## src/rtl/common_signals_params.svh

```systemverilog
// Notes on behaviour
// - Common start/trip rise when any enabled stage raises its start/trip.
// - Extra inputs, selected per bit by mask, also drive common start/trip.
// - Each edge of either common output posts an ON/OFF event, ms stamp.
// - Separate start and trip counters, each cleared on software request.
// - Force select start/trip acts only while forcing is enabled; select normal forces nothing and stages still drive.
// - Configuration is static, unaffected by setting group changes.
// - Read-only condition: 0 normal, 1 start, 2 trip, from outputs.
// - No blocking input; suppression belongs inside each stage.
// - Per event, store ON only, OFF only, or both, by user selection.
// - Each stored event carries process data captured at the change.
`ifndef COMMON_SIGNALS_PARAMS_SVH
`define COMMON_SIGNALS_PARAMS_SVH

// ****************************************************************
// Register byte offsets
// ****************************************************************
`define OFS_CTRL        8'h00
`define OFS_EVT_SELECT  8'h04
`define OFS_EXTRA_START 8'h08
`define OFS_EXTRA_TRIP  8'h0c
`define OFS_STAGE_EN    8'h10
`define OFS_STATUS      8'h14
`define OFS_START_COUNT 8'h18
`define OFS_TRIP_COUNT  8'h1c
`define OFS_TIMESTAMP   8'h20
`define OFS_EVT_FLAGS   8'h28
`define OFS_EVT_TIME    8'h2c
`define OFS_EVT_DATA    8'h30
`define OFS_EVT_POP     8'h34

// ****************************************************************
// Field positions
// ****************************************************************
`define CTRL_FORCE_EN   0
`define CTRL_SEL_LO     1
`define CTRL_CLR_START  4
`define CTRL_CLR_TRIP   5
`define CTRL_CLR_OVF    6
`define EVSEL_START_ON  0
`define EVSEL_START_OFF 1
`define EVSEL_TRIP_ON   2
`define EVSEL_TRIP_OFF  3
`define STAT_START      2
`define STAT_TRIP       3
`define STAT_AVAIL      4
`define STAT_OVF        5
`define EVFLAGS_VALID   31

// ****************************************************************
// Reset values and timing
// ****************************************************************
`define RST_EVT_SELECT  4'hf
`define RST_STAGE_EN    32'hffffffff
`define TICK_TIME_NS    1000000
`define CLK_PERIOD_NS   5

`endif

```

## src/rtl/common_signals_pkg.sv

```systemverilog
package common_signals_pkg;
   // Condition codes as displayed; forced select uses the same codes
   typedef enum logic [1:0] {
      COND_NORMAL,
      COND_START,
      COND_TRIP
   } cond_t;
   typedef logic [3:0] ev_flags_t;
endpackage

```

## src/rtl/mem_port_if.sv

```systemverilog
`timescale 1ns/1ps
`default_nettype none
interface mem_port_if #(parameter int W = 68, parameter int AW = 4);
   logic          we;
   logic [AW-1:0] waddr;
   logic [W-1:0]  wdata;
   logic [AW-1:0] raddr;
   logic [W-1:0]  rdata;
   modport ctrl (output we, waddr, wdata, raddr, input rdata);
   modport mem  (input we, waddr, wdata, raddr, output rdata);
endinterface
`default_nettype wire

```

## src/rtl/event_record_mem.sv

```systemverilog
`timescale 1ns/1ps
`default_nettype none
module event_record_mem #(
   parameter int W  = 68,
   parameter int AW = 4
) (
   // Clock
   input wire logic mclk,
   input wire logic ce,
   // Port
   mem_port_if.mem  port
);
   logic [W-1:0] store [2**AW];

   always_ff @(posedge mclk) begin
      if (ce && port.we) begin
         store[port.waddr] <= port.wdata;
      end
   end

   // Registered read keeps the record output glitch free
   always_ff @(posedge mclk) begin
      if (ce) begin
         port.rdata <= store[port.raddr];
      end
   end
endmodule // event_record_mem
`default_nettype wire

```

## src/rtl/common_signals.sv

```systemverilog
// Added by the designer: the AXI4-Lite slave port and the register addresses.
`timescale 1ns/1ps
`default_nettype none
`include "common_signals_params.svh"
module common_signals
   import common_signals_pkg::*;
#(
   parameter int NSTAGE      = 32,
   parameter int NEXTRA      = 32,
   parameter int PDW         = 32,
   parameter int EVAW        = 4,
   parameter int TICK_CYCLES = `TICK_TIME_NS / `CLK_PERIOD_NS
) (
   // Clock and reset
   input  wire logic              mclk,
   input  wire logic              reset,
   input  wire logic              ce,
   // Protection stages and extra inputs
   input  wire logic [NSTAGE-1:0] stageStart,
   input  wire logic [NSTAGE-1:0] stageTrip,
   input  wire logic [NEXTRA-1:0] extraStart,
   input  wire logic [NEXTRA-1:0] extraTrip,
   input  wire logic [PDW-1:0]    processData,
   // Common outputs
   output logic                   commonStart,
   output logic                   commonTrip,
   output cond_t                  condition,
   // AXI4-Lite slave
   input  wire logic [7:0]        s_axi_awaddr,
   input  wire logic              s_axi_awvalid,
   output logic                   s_axi_awready,
   input  wire logic [31:0]       s_axi_wdata,
   input  wire logic [3:0]        s_axi_wstrb,
   input  wire logic              s_axi_wvalid,
   output logic                   s_axi_wready,
   output logic [1:0]             s_axi_bresp,
   output logic                   s_axi_bvalid,
   input  wire logic              s_axi_bready,
   input  wire logic [7:0]        s_axi_araddr,
   input  wire logic              s_axi_arvalid,
   output logic                   s_axi_arready,
   output logic [31:0]            s_axi_rdata,
   output logic [1:0]             s_axi_rresp,
   output logic                   s_axi_rvalid,
   input  wire logic              s_axi_rready
);
   localparam int RW = 4 + 32 + PDW;
   localparam logic [EVAW:0] DEPTH = (EVAW+1)'(2**EVAW);
   localparam logic [31:0] TICK_LAST = 32'(TICK_CYCLES - 1);

   function automatic logic [31:0] satInc(input logic [31:0] v);
      return (v == 32'hffffffff) ? v : v + 32'h1;
   endfunction

   function automatic logic [31:0] wMerge(input logic [31:0] old,
                                          input logic [31:0] d,
                                          input logic [3:0]  s);
      logic [31:0] r;
      r = old;
      for (int i = 0; i < 4; i++) begin
         if (s[i]) begin
            r[i*8 +: 8] = d[i*8 +: 8];
         end
      end
      return r;
   endfunction

   // ****************************************************************
   // Register bus
   // ****************************************************************
   logic              awHeld_reg;
   logic              wHeld_reg;
   logic [7:0]        awAddr_reg;
   logic [31:0]       wData_reg;
   logic [3:0]        wStrb_reg;
   logic              doWrite;
   logic              forceEn_reg;
   logic [1:0]        forceSel_reg;
   ev_flags_t         evSelect_reg;
   logic [NEXTRA-1:0] extraStartEn_reg;
   logic [NEXTRA-1:0] extraTripEn_reg;
   logic [NSTAGE-1:0] stageEn_reg;
   logic              clrStart;
   logic              clrTrip;
   logic              clrOvf;
   logic              popReq;
   logic [31:0]       rdMux;

   assign s_axi_awready = !awHeld_reg && ce;
   assign s_axi_wready  = !wHeld_reg && ce;
   assign s_axi_arready = !s_axi_rvalid && ce;
   assign s_axi_bresp   = 2'h0;
   assign s_axi_rresp   = 2'h0;
   assign doWrite = awHeld_reg && wHeld_reg && !s_axi_bvalid;

   always_ff @(posedge mclk) begin
      if (reset) begin
         awHeld_reg   <= 1'b0;
         wHeld_reg    <= 1'b0;
         awAddr_reg   <= 8'h0;
         wData_reg    <= 32'h0;
         wStrb_reg    <= 4'h0;
         s_axi_bvalid <= 1'b0;
      end else if (ce) begin
         if (s_axi_awvalid && s_axi_awready) begin
            awHeld_reg <= 1'b1;
            awAddr_reg <= s_axi_awaddr;
         end else if (doWrite) begin
            awHeld_reg <= 1'b0;
         end
         if (s_axi_wvalid && s_axi_wready) begin
            wHeld_reg <= 1'b1;
            wData_reg <= s_axi_wdata;
            wStrb_reg <= s_axi_wstrb;
         end else if (doWrite) begin
            wHeld_reg <= 1'b0;
         end
         if (doWrite) begin
            s_axi_bvalid <= 1'b1;
         end else if (s_axi_bready) begin
            s_axi_bvalid <= 1'b0;
         end
      end
   end

   // Settings stay put across setting group changes; nothing else loads them
   always_ff @(posedge mclk) begin
      if (reset) begin
         forceEn_reg      <= 1'b0;
         forceSel_reg     <= 2'h0;
         evSelect_reg     <= `RST_EVT_SELECT;
         extraStartEn_reg <= '0;
         extraTripEn_reg  <= '0;
         stageEn_reg      <= NSTAGE'(`RST_STAGE_EN);
      end else if (ce && doWrite) begin
         unique case (awAddr_reg)
            `OFS_CTRL: begin
               if (wStrb_reg[0]) begin
                  forceEn_reg  <= wData_reg[`CTRL_FORCE_EN];
                  forceSel_reg <= wData_reg[`CTRL_SEL_LO +: 2];
               end
            end
            `OFS_EVT_SELECT: begin
               if (wStrb_reg[0]) begin
                  evSelect_reg <= wData_reg[3:0];
               end
            end
            `OFS_EXTRA_START: begin
               extraStartEn_reg <= NEXTRA'(wMerge(32'(extraStartEn_reg),
                                          wData_reg, wStrb_reg));
            end
            `OFS_EXTRA_TRIP: begin
               extraTripEn_reg <= NEXTRA'(wMerge(32'(extraTripEn_reg),
                                         wData_reg, wStrb_reg));
            end
            `OFS_STAGE_EN: begin
               stageEn_reg <= NSTAGE'(wMerge(32'(stageEn_reg),
                                     wData_reg, wStrb_reg));
            end
            default: begin
            end
         endcase
      end
   end

   // Write-one pulses; the pop pulse fires on any write to OFS_EVT_POP
   assign clrStart = doWrite && awAddr_reg == `OFS_CTRL && wStrb_reg[0]
                     && wData_reg[`CTRL_CLR_START];
   assign clrTrip  = doWrite && awAddr_reg == `OFS_CTRL && wStrb_reg[0]
                     && wData_reg[`CTRL_CLR_TRIP];
   assign clrOvf   = doWrite && awAddr_reg == `OFS_CTRL && wStrb_reg[0]
                     && wData_reg[`CTRL_CLR_OVF];
   assign popReq   = doWrite && awAddr_reg == `OFS_EVT_POP;

   // ****************************************************************
   // Aggregation
   // ****************************************************************
   logic        anyStart;
   logic        anyTrip;
   logic        forceStart;
   logic        forceTrip;
   logic        startNext;
   logic        tripNext;
   logic        startRise;
   logic        tripRise;
   logic [31:0] startCount_reg;
   logic [31:0] tripCount_reg;

   // No blocking term here; stages gate their own outputs
   assign anyStart = |(stageStart & stageEn_reg)
                     || |(extraStart & extraStartEn_reg);
   assign anyTrip  = |(stageTrip & stageEn_reg)
                     || |(extraTrip & extraTripEn_reg);
   assign forceStart = forceEn_reg && forceSel_reg == COND_START;
   assign forceTrip  = forceEn_reg && forceSel_reg == COND_TRIP;
   assign startNext  = anyStart || forceStart;
   assign tripNext   = anyTrip || forceTrip;
   assign startRise  = startNext && !commonStart;
   assign tripRise   = tripNext && !commonTrip;

   always_ff @(posedge mclk) begin
      if (reset) begin
         commonStart <= 1'b0;
         commonTrip  <= 1'b0;
         condition   <= COND_NORMAL;
      end else if (ce) begin
         commonStart <= startNext;
         commonTrip  <= tripNext;
         condition   <= tripNext  ? COND_TRIP :
                        startNext ? COND_START : COND_NORMAL;
      end
   end

   // A clear in the same cycle as an edge still counts that edge
   always_ff @(posedge mclk) begin
      if (reset) begin
         startCount_reg <= 32'h0;
         tripCount_reg  <= 32'h0;
      end else if (ce) begin
         if (startRise) begin
            startCount_reg <= clrStart ? 32'h1
                                       : satInc(startCount_reg);
         end else if (clrStart) begin
            startCount_reg <= 32'h0;
         end
         if (tripRise) begin
            tripCount_reg <= clrTrip ? 32'h1 : satInc(tripCount_reg);
         end else if (clrTrip) begin
            tripCount_reg <= 32'h0;
         end
      end
   end

   // ****************************************************************
   // Timestamp and event buffer
   // ****************************************************************
   logic [31:0] tick_reg;
   logic [31:0] msTime_reg;
   ev_flags_t   rawFlags;
   ev_flags_t   evFlags;
   logic        evWrite;
   logic        bufFull;
   logic        doPop;
   logic [EVAW-1:0] head_reg;
   logic [EVAW-1:0] tail_reg;
   logic [EVAW:0]   count_reg;
   logic        ovf_reg;
   logic        stale_reg;

   always_ff @(posedge mclk) begin
      if (reset) begin
         tick_reg   <= 32'h0;
         msTime_reg <= 32'h0;
      end else if (ce) begin
         if (tick_reg == TICK_LAST) begin
            tick_reg   <= 32'h0;
            msTime_reg <= msTime_reg + 32'h1;
         end else begin
            tick_reg <= tick_reg + 32'h1;
         end
      end
   end

   assign rawFlags = {!tripNext && commonTrip, tripRise,
                      !startNext && commonStart, startRise};
   assign evFlags  = rawFlags & evSelect_reg;
   assign bufFull  = count_reg == DEPTH;
   assign doPop    = popReq && count_reg != '0;
   // Newest event is dropped when full; software sees the overflow flag
   assign evWrite  = |evFlags && !bufFull;

   mem_port_if #(.W(RW), .AW(EVAW)) memPort ();
   assign memPort.we    = evWrite && ce;
   assign memPort.waddr = head_reg;
   assign memPort.wdata = {evFlags, msTime_reg, processData};
   assign memPort.raddr = tail_reg;

   event_record_mem #(.W(RW), .AW(EVAW)) recordMem (
      .mclk (mclk),
      .ce   (ce),
      .port (memPort)
   );

   always_ff @(posedge mclk) begin
      if (reset) begin
         head_reg  <= '0;
         tail_reg  <= '0;
         count_reg <= '0;
         ovf_reg   <= 1'b0;
         stale_reg <= 1'b0;
      end else if (ce) begin
         if (evWrite) begin
            head_reg <= head_reg + 1'b1;
         end
         if (doPop) begin
            tail_reg <= tail_reg + 1'b1;
         end
         if (evWrite && !doPop) begin
            count_reg <= count_reg + 1'b1;
         end else if (doPop && !evWrite) begin
            count_reg <= count_reg - 1'b1;
         end
         // Overflow set beats its clear
         if (|evFlags && bufFull) begin
            ovf_reg <= 1'b1;
         end else if (clrOvf) begin
            ovf_reg <= 1'b0;
         end
         // Read record lags a write or pop by one cycle; hide it meanwhile
         stale_reg <= evWrite || doPop;
      end
   end

   // ****************************************************************
   // Read side
   // ****************************************************************
   logic avail;
   assign avail = count_reg != '0 && !stale_reg;

   always_comb begin
      rdMux = 32'h0;
      unique case (s_axi_araddr)
         `OFS_CTRL: begin
            rdMux[`CTRL_FORCE_EN]    = forceEn_reg;
            rdMux[`CTRL_SEL_LO +: 2] = forceSel_reg;
         end
         `OFS_EVT_SELECT:  rdMux[3:0] = evSelect_reg;
         `OFS_EXTRA_START: rdMux = 32'(extraStartEn_reg);
         `OFS_EXTRA_TRIP:  rdMux = 32'(extraTripEn_reg);
         `OFS_STAGE_EN:    rdMux = 32'(stageEn_reg);
         `OFS_STATUS: begin
            rdMux[1:0]         = condition;
            rdMux[`STAT_START] = commonStart;
            rdMux[`STAT_TRIP]  = commonTrip;
            rdMux[`STAT_AVAIL] = avail;
            rdMux[`STAT_OVF]   = ovf_reg;
         end
         `OFS_START_COUNT: rdMux = startCount_reg;
         `OFS_TRIP_COUNT:  rdMux = tripCount_reg;
         `OFS_TIMESTAMP:   rdMux = msTime_reg;
         `OFS_EVT_FLAGS: begin
            rdMux[`EVFLAGS_VALID] = avail;
            rdMux[3:0] = avail ? memPort.rdata[RW-1 -: 4] : 4'h0;
         end
         `OFS_EVT_TIME: rdMux = memPort.rdata[PDW +: 32];
         `OFS_EVT_DATA: rdMux = 32'(memPort.rdata[PDW-1:0]);
         default: rdMux = 32'h0;
      endcase
   end

   always_ff @(posedge mclk) begin
      if (reset) begin
         s_axi_rvalid <= 1'b0;
         s_axi_rdata  <= 32'h0;
      end else if (ce) begin
         if (s_axi_arvalid && s_axi_arready) begin
            s_axi_rvalid <= 1'b1;
            s_axi_rdata  <= rdMux;
         end else if (s_axi_rready) begin
            s_axi_rvalid <= 1'b0;
         end
      end
   end
endmodule // common_signals
`default_nettype wire

```

## config.mk

```make
export PLATFORM = sky130hd
export DESIGN_NAME = common_signals
export DESIGN_NICKNAME = d
export VERILOG_FILES = /design/src/rtl/common_signals_pkg.sv /design/src/rtl/mem_port_if.sv /design/src/rtl/event_record_mem.sv /design/src/rtl/common_signals.sv
export VERILOG_INCLUDE_DIRS = /design/src /design/src/rtl
export SDC_FILE = /design/constraint.sdc
export NUM_CORES = 2
export LEC_CHECK = 0
export CAP_MARGIN = 20
export CORE_AREA = 3 3 630 382
export CTS_BUF_LIST = sky130_fd_sc_hd__clkbuf_2
export DETAILED_ROUTE_END_ITERATION = 6
export DIE_AREA = 0 0 633 385
export DONT_BUFFER_PORTS = 1
export PLACE_DENSITY = 0.39
export SETUP_SLACK_MARGIN = 0.5
export SYNTH_ARGS = -nofsm -noshare
export SYNTH_HDL_FRONTEND = slang
export SYNTH_SLANG_ARGS = --single-unit
```

## constraint.sdc

```tcl
create_clock -name mclk -period 21.5 [get_ports mclk]
set_clock_uncertainty 0.2 [all_clocks]
set_input_delay 4.3 -clock mclk [delete_from_list [all_inputs] [get_ports mclk]]
set_output_delay 4.3 -clock mclk [all_outputs]
set_load 0.005 [all_outputs]
```

Word-level counts from Yosys, hierarchy flattened. Memory sizes are Yosys's and may differ from the RTL's. A register that Yosys moved wholly into a read port is not among the register bits. Index checks and enable logic that the tools add are counted.

Bits of input ports: 220. Latch bits: 0. Logic and storage cells: 193. Register bits: 330. Memories kept: 1. Memory bits (writable): 1088. Bits in read-only memories: 0.

Memory list: recordMem.store (words 16, bits a word 68, rd ports 1, clocked after memory_dff 1, write ports 1, line event_record_mem.sv:13) `logic [W-1:0] store [2**AW];`.

$add $sub $neg: 8. Shift-type cells: 0. Reduce and logical (&&, ||, !) cells: 90. Magnitude comparators: 0. Multipliers: 0. Eq/ne operators: 24. Div/mod/pow operators: 0. Bitwise gates (word level): 5. Mux-type cells: 30.

Operators with widths (count): 32-bit 2-to-1 mux (9); 25-bit case mux with 8 select lines (1); 32-bit by 1-bit adder with 32-bit output (second input constant) (4); 32-bit bitwise AND (4); 32-bit OR reduction (4); 32-bit == test (second input constant) (2); 3-bit AND reduction (16); 8-bit by 5-bit == test with 1-bit output (second input constant) (5); 8-bit by 6-bit == test with 1-bit output (second input constant) (5); 3-bit case mux with 12 select lines (1); 32-bit by 18-bit == test with 1-bit output (second input constant) (1); 8-bit by 4-bit == test with 1-bit output (second input constant) (4); 1-bit logical AND (29); 2-bit AND reduction (12); 2-bit case mux with 9 select lines (1); 8-bit by 3-bit == test with 1-bit output (second input constant) (2); 8-bit zero test (2); 2-bit nonzero test (8); 1-bit zero test (12); 1-bit 2-to-1 mux (12); 1-bit case mux with 11 select lines (1); 5-bit 2-to-1 mux (2); 1-bit case mux with 9 select lines (1); 4-bit by 1-bit adder with 4-bit output (second input constant) (2); other kinds (12) (17).

Depth between registers and ports, before layout.
Depth after elaboration: 13. Mapped depth: 16.

Hierarchy. From an unflattened synthesis, not the netlist that was laid out.

Cells, all modules: 3594. Area, all modules: 58230.8 µm².

Modules (own cells, without submodules): event_record_mem (cells an instance 1751, area each 42668.4 µm², times used 1); common_signals (cells an instance 1843, area each 15562.4 µm², times used 1).

Worst setup path before layout. OpenSTA, ideal clock, no wires.

Path kind: input-to-reg. From: input port extraTrip[2]. To: memory recordMem.store[11][0], enable pin. Cell stages on the path: 9. Data arrival time: 10.381 ns. Setup slack: 10.341 ns. Path through: a22oi_1 > o211ai_1 > nor4_2 > a41oi_1 > and2_1 > o311a_1 > buf_2 > nand2_2 > nor3_1.

RTL lines: start: declaration (line common_signals.sv:22) `input wire logic [NEXTRA-1:0] extraTrip,`; 32-bit bitwise AND (line common_signals.sv:193) `|| |(extraTrip & extraTripEn_reg);`; 32-bit OR reduction (line common_signals.sv:193); 1-bit logical OR (line common_signals.sv:193); 1-bit logical OR (line common_signals.sv:197) `assign tripNext = anyTrip || forceTrip;`; 1-bit logical AND (line common_signals.sv:199) `assign tripRise = tripNext && !commonTrip;`; 4-bit bitwise AND (line common_signals.sv:266) `assign evFlags = rawFlags & evSelect_reg;`; named net evFlags[2] (line common_signals.sv:240) `ev_flags_t evFlags;`; 4-bit OR reduction (line common_signals.sv:270) `assign evWrite = |evFlags && !bufFull;`; 1-bit logical AND (line common_signals.sv:270); 1-bit logical AND (line common_signals.sv:273) `assign memPort.we = evWrite && ce;`; 1-bit logical AND (line event_record_mem.sv:16) `if (ce && port.we) begin`; 1-bit 2-to-1 mux (line event_record_mem.sv:16); 1-bit 2-to-1 mux (implied by the code) (line event_record_mem.sv:17) `store[port.waddr] <= port.wdata;`; end: declaration (line event_record_mem.sv:13).

The timed path passes the listed nets, and every way through them passes these cells.

Worst setup path after layout.
From: input port ce. To: output port s_axi_awready.

Word-level cells in the longest chain between the ends: 1.

RTL lines: start: declaration (line common_signals.sv:17) `input wire logic ce,`; 1-bit logical AND (line common_signals.sv:89) `assign s_axi_awready = !awHeld_reg && ce;`; end: declaration (line common_signals.sv:31) `output logic s_axi_awready,`.

Every way passes these cells.

==> flow_summary.ini <==
[status]
outcome = complete, but fails checks
violations = design-rule violations

[routing]
drc_errors = 2
wire_per_inst_microns = 27.23
ant_nets = 0
routed_wl_microns = 192900
via_count = 33780
drtIter0Drc = 3772
vias_per_cell = 4.769
drt_pass1_iterations = 7

[synthesis]
synth_area_leader_cell = edfxtp_1
synthFlopType = edfxtp_1
netlist_instances = 3466
yosys_register_bits = 1485
postSynthAreaPerCell_sq_um = 16.93
yosysSeqAreaShare_pct = 70.39
synth_cell_types = 70
synth_top_area_share_pct = 59.17
synth_area_leaders = edfxtp_1 (59%), mux4_2 (13%), dfxtp_1 (11%), mux2i_1 (2.1%), nor2_1 (1.8%)
synth_enable_flop_cells = 1156
yosys_warnings = 0
syn_area_sq_mm = 0.05867
synthArstFlopShare_pct = 0

[power_and_ir_drop]
ir_drop_v = 0.00003360
power_density_mw_per_mm2 = 79.33
power.leakage_uw = 0.02026

[timing]
fmax_mhz = 99.16
tns_ns = 0
max_slew_margin_pct = 23.24
period_share_pct = 46.90
final-hold-violation-count = 0
rsz0062_at_grt = false
finalSetupViolCount = 0
worst_slew_pin_slew_ns = 1.147
period_needed_ns = 10.08
slew_viol_final = 0

[critical_path]
critPathCaptureType = output pin
crit_path_max_fanout = 83
crit_path_max_incr_delay_ns = 0.63
critPathKind = in2out
reg2reg_depth = 10
cpMaxStageDelayCell = nor2_1
cp-endpoint = s_axi_awready
critical_path_depth = 2
cp_data_arrival_time_ns = 5.58
cp_top_family = simple AND/OR/NAND/NOR gates
path_buf_inv = 1
timing.rr.end = recordMem.store[11][26]
crit_chain = inv_2 -> nor2_1
cp-startpoint = ce
reg2reg_slack_ns = 15.66
start_kind = input port
worstReg2RegStart = stageEn_reg[5]
cp_data_required_time_ns = 17.00

[clock_tree]
cts-root-buf = clkbuf_2
cts_max_path_buffers = 4
cts_max_level = 5
post_cts_buffers = 0
clkLatencyLatePin_ns = 1.49
clk_pin_slew_ns = 0.10
hold_buffers = 0
cts_resized = 0
cts_tree = yes
clock_sinks = 1485
numCtsBuffers = 352

[die]
coreArea_sq_mm = 0.2352
num_rows = 138
die_h_microns = 385
dieArea_sq_mm = 0.2437
io_pins = 265
die_x_microns = 633
initial_core_util_pct = 24.95

[layout]
area_delta_synth_final_pct = 11.71
regArea_sq_mm = 0.04131
top_regs = recordMem.store x1088, recordMem.port.rdata x68
largest_register = recordMem.store
nets = 3932
final_area_sq_mm = 0.06554
layout.cells.non_filler = 7083
drive_above_1_share_pct = 25.03
multiInputGateArea_sq_mm = 0.01665
largest_reg_flops = 1088
final.fill_count = 23860

[place]
gp_congestion = 0.9087
dp.cells = 6493
hpwlAfterDp_microns = 126100
io_buffers = 0
place_area_sq_mm = 0.06247

[worst_hold_path]
hold_class = reg2reg

[global_routing]
grt_max_degree = 248
grt_pass1_vias = 32600
antenna_found_initial = 12
grt_usage_pct = 15.47
grt_pass1_wl_microns = 267100
gr-total-overflow = 0

[job]
cap_violations = 0
## cells in the mapped netlist (all sizes together) (6+ instances only)
cell / count
nand3: 54
a221oi: 18
nor2b: 37
nand3b: 6
xor2: 40
nor2: 295
o21ai: 39
a21oi: 117
or3: 21
nand2: 201
mux4: 340
nor3: 36
clkbuf: 124
o22ai: 11
ha: 14
and4: 12
nor3b: 6
o221ai: 15
edfxtp: 1156
a211o: 36
nor4: 22
and3: 38
mux2i: 124
a211oi: 23
a222oi: 25
dfxtp: 329
and2: 15
inv: 28
a22oi: 77
xnor2: 57
buf: 58
nand4: 37
## cells in the final DEF, fill, tap and decap left out, types with 53 or more instances in the layout
cell	count
a21oi_1	117
a22oi_1	76
buf_4	53
clkbuf_2	513
clkinv_1	54
dfxtp_1	325
edfxtp_1	1156
mux2i_1	124
mux4_2	340
nand2_1	200
nor2_1	284
xnor2_1	57
## report_power, final
group / leakage, uW / internal (uW) / switching, uW
sequential: 0.0135 / 3120 / 37.4
clock: 0.00236 / 721 / 1170
combinational: 0.00440 / 52.1 / 97.9
## cell families (layout without fill, tap and decap cells)
kind of cell | count (synthesis) | after routing | synth area share [%]
mux | 466 | 466 | 15.21
other cells | 1 | 10 | 0.006392
simple gates | 799 | 799 | 6.511
fa+ha+maj | 15 | 15 | 0.3327
buf+inv | 210 | 668 | 1.429
compound gates | 393 | 393 | 4.677
xor+xnor | 97 | 97 | 1.448
flops | 1485 | 1485 | 70.39
## worst min-delay path by stage
stage / from / to / slack [ns] / cells past startpoint
detailed placement: wStrb_reg[1] / wStrb_reg[1] / 0.25 / 2
finish: wStrb_reg[1] / wStrb_reg[1] / 0.26 / 2
global route: wStrb_reg[2] / wStrb_reg[2] / 0.29 / 2
global placement: wStrb_reg[1] / wStrb_reg[1] / 0.25 / 2
floorplan: wStrb_reg[1] / wStrb_reg[1] / 0.24 / 2
CTS: wStrb_reg[1] / wStrb_reg[1] / 0.27 / 2
## cell type report
type	count	share of cell area [%]
clock inverters	71	0.7502
inverters	28	0.1604
diodes	6	0.02291
multi-input cells	1774	25.40
clock buffers	513	3.917
flip-flops and latches	1485	63.03
repair buffers	56	0.6987
well taps	3150	6.013
## metrics by stage
| step | total power [uW] | util, % | setup slack [ns] | hold slack, ns |
|---|---|---|---|---|
| floorplan | 3302 | - | 10.34 | 0.2366 |
| global placement | 3378 | 26.56 | 11.67 | 0.2518 |
| detailed placement | 3378 | 26.56 | 11.64 | 0.2517 |
| CTS | 5296 | 27.86 | 11.63 | 0.2662 |
| global route | 5452 | 27.87 | 11.52 | 0.2925 |
| finish | 5200 | 27.87 | 11.42 | 0.2640 |
## per-layer routing
metal	track usage [%]	vias up	wire (microns)	part of all wire [%]
li1	-	14420	-	-
met1	24.38	17710	96810	50
met2	19.74	1346	75010	39
met3	5.146	290	17310	9.0
met4	3.484	6	3425	1.8
met5	0.9524	-	338	0.18
Note: power is estimated with default switching activity, not from simulation.
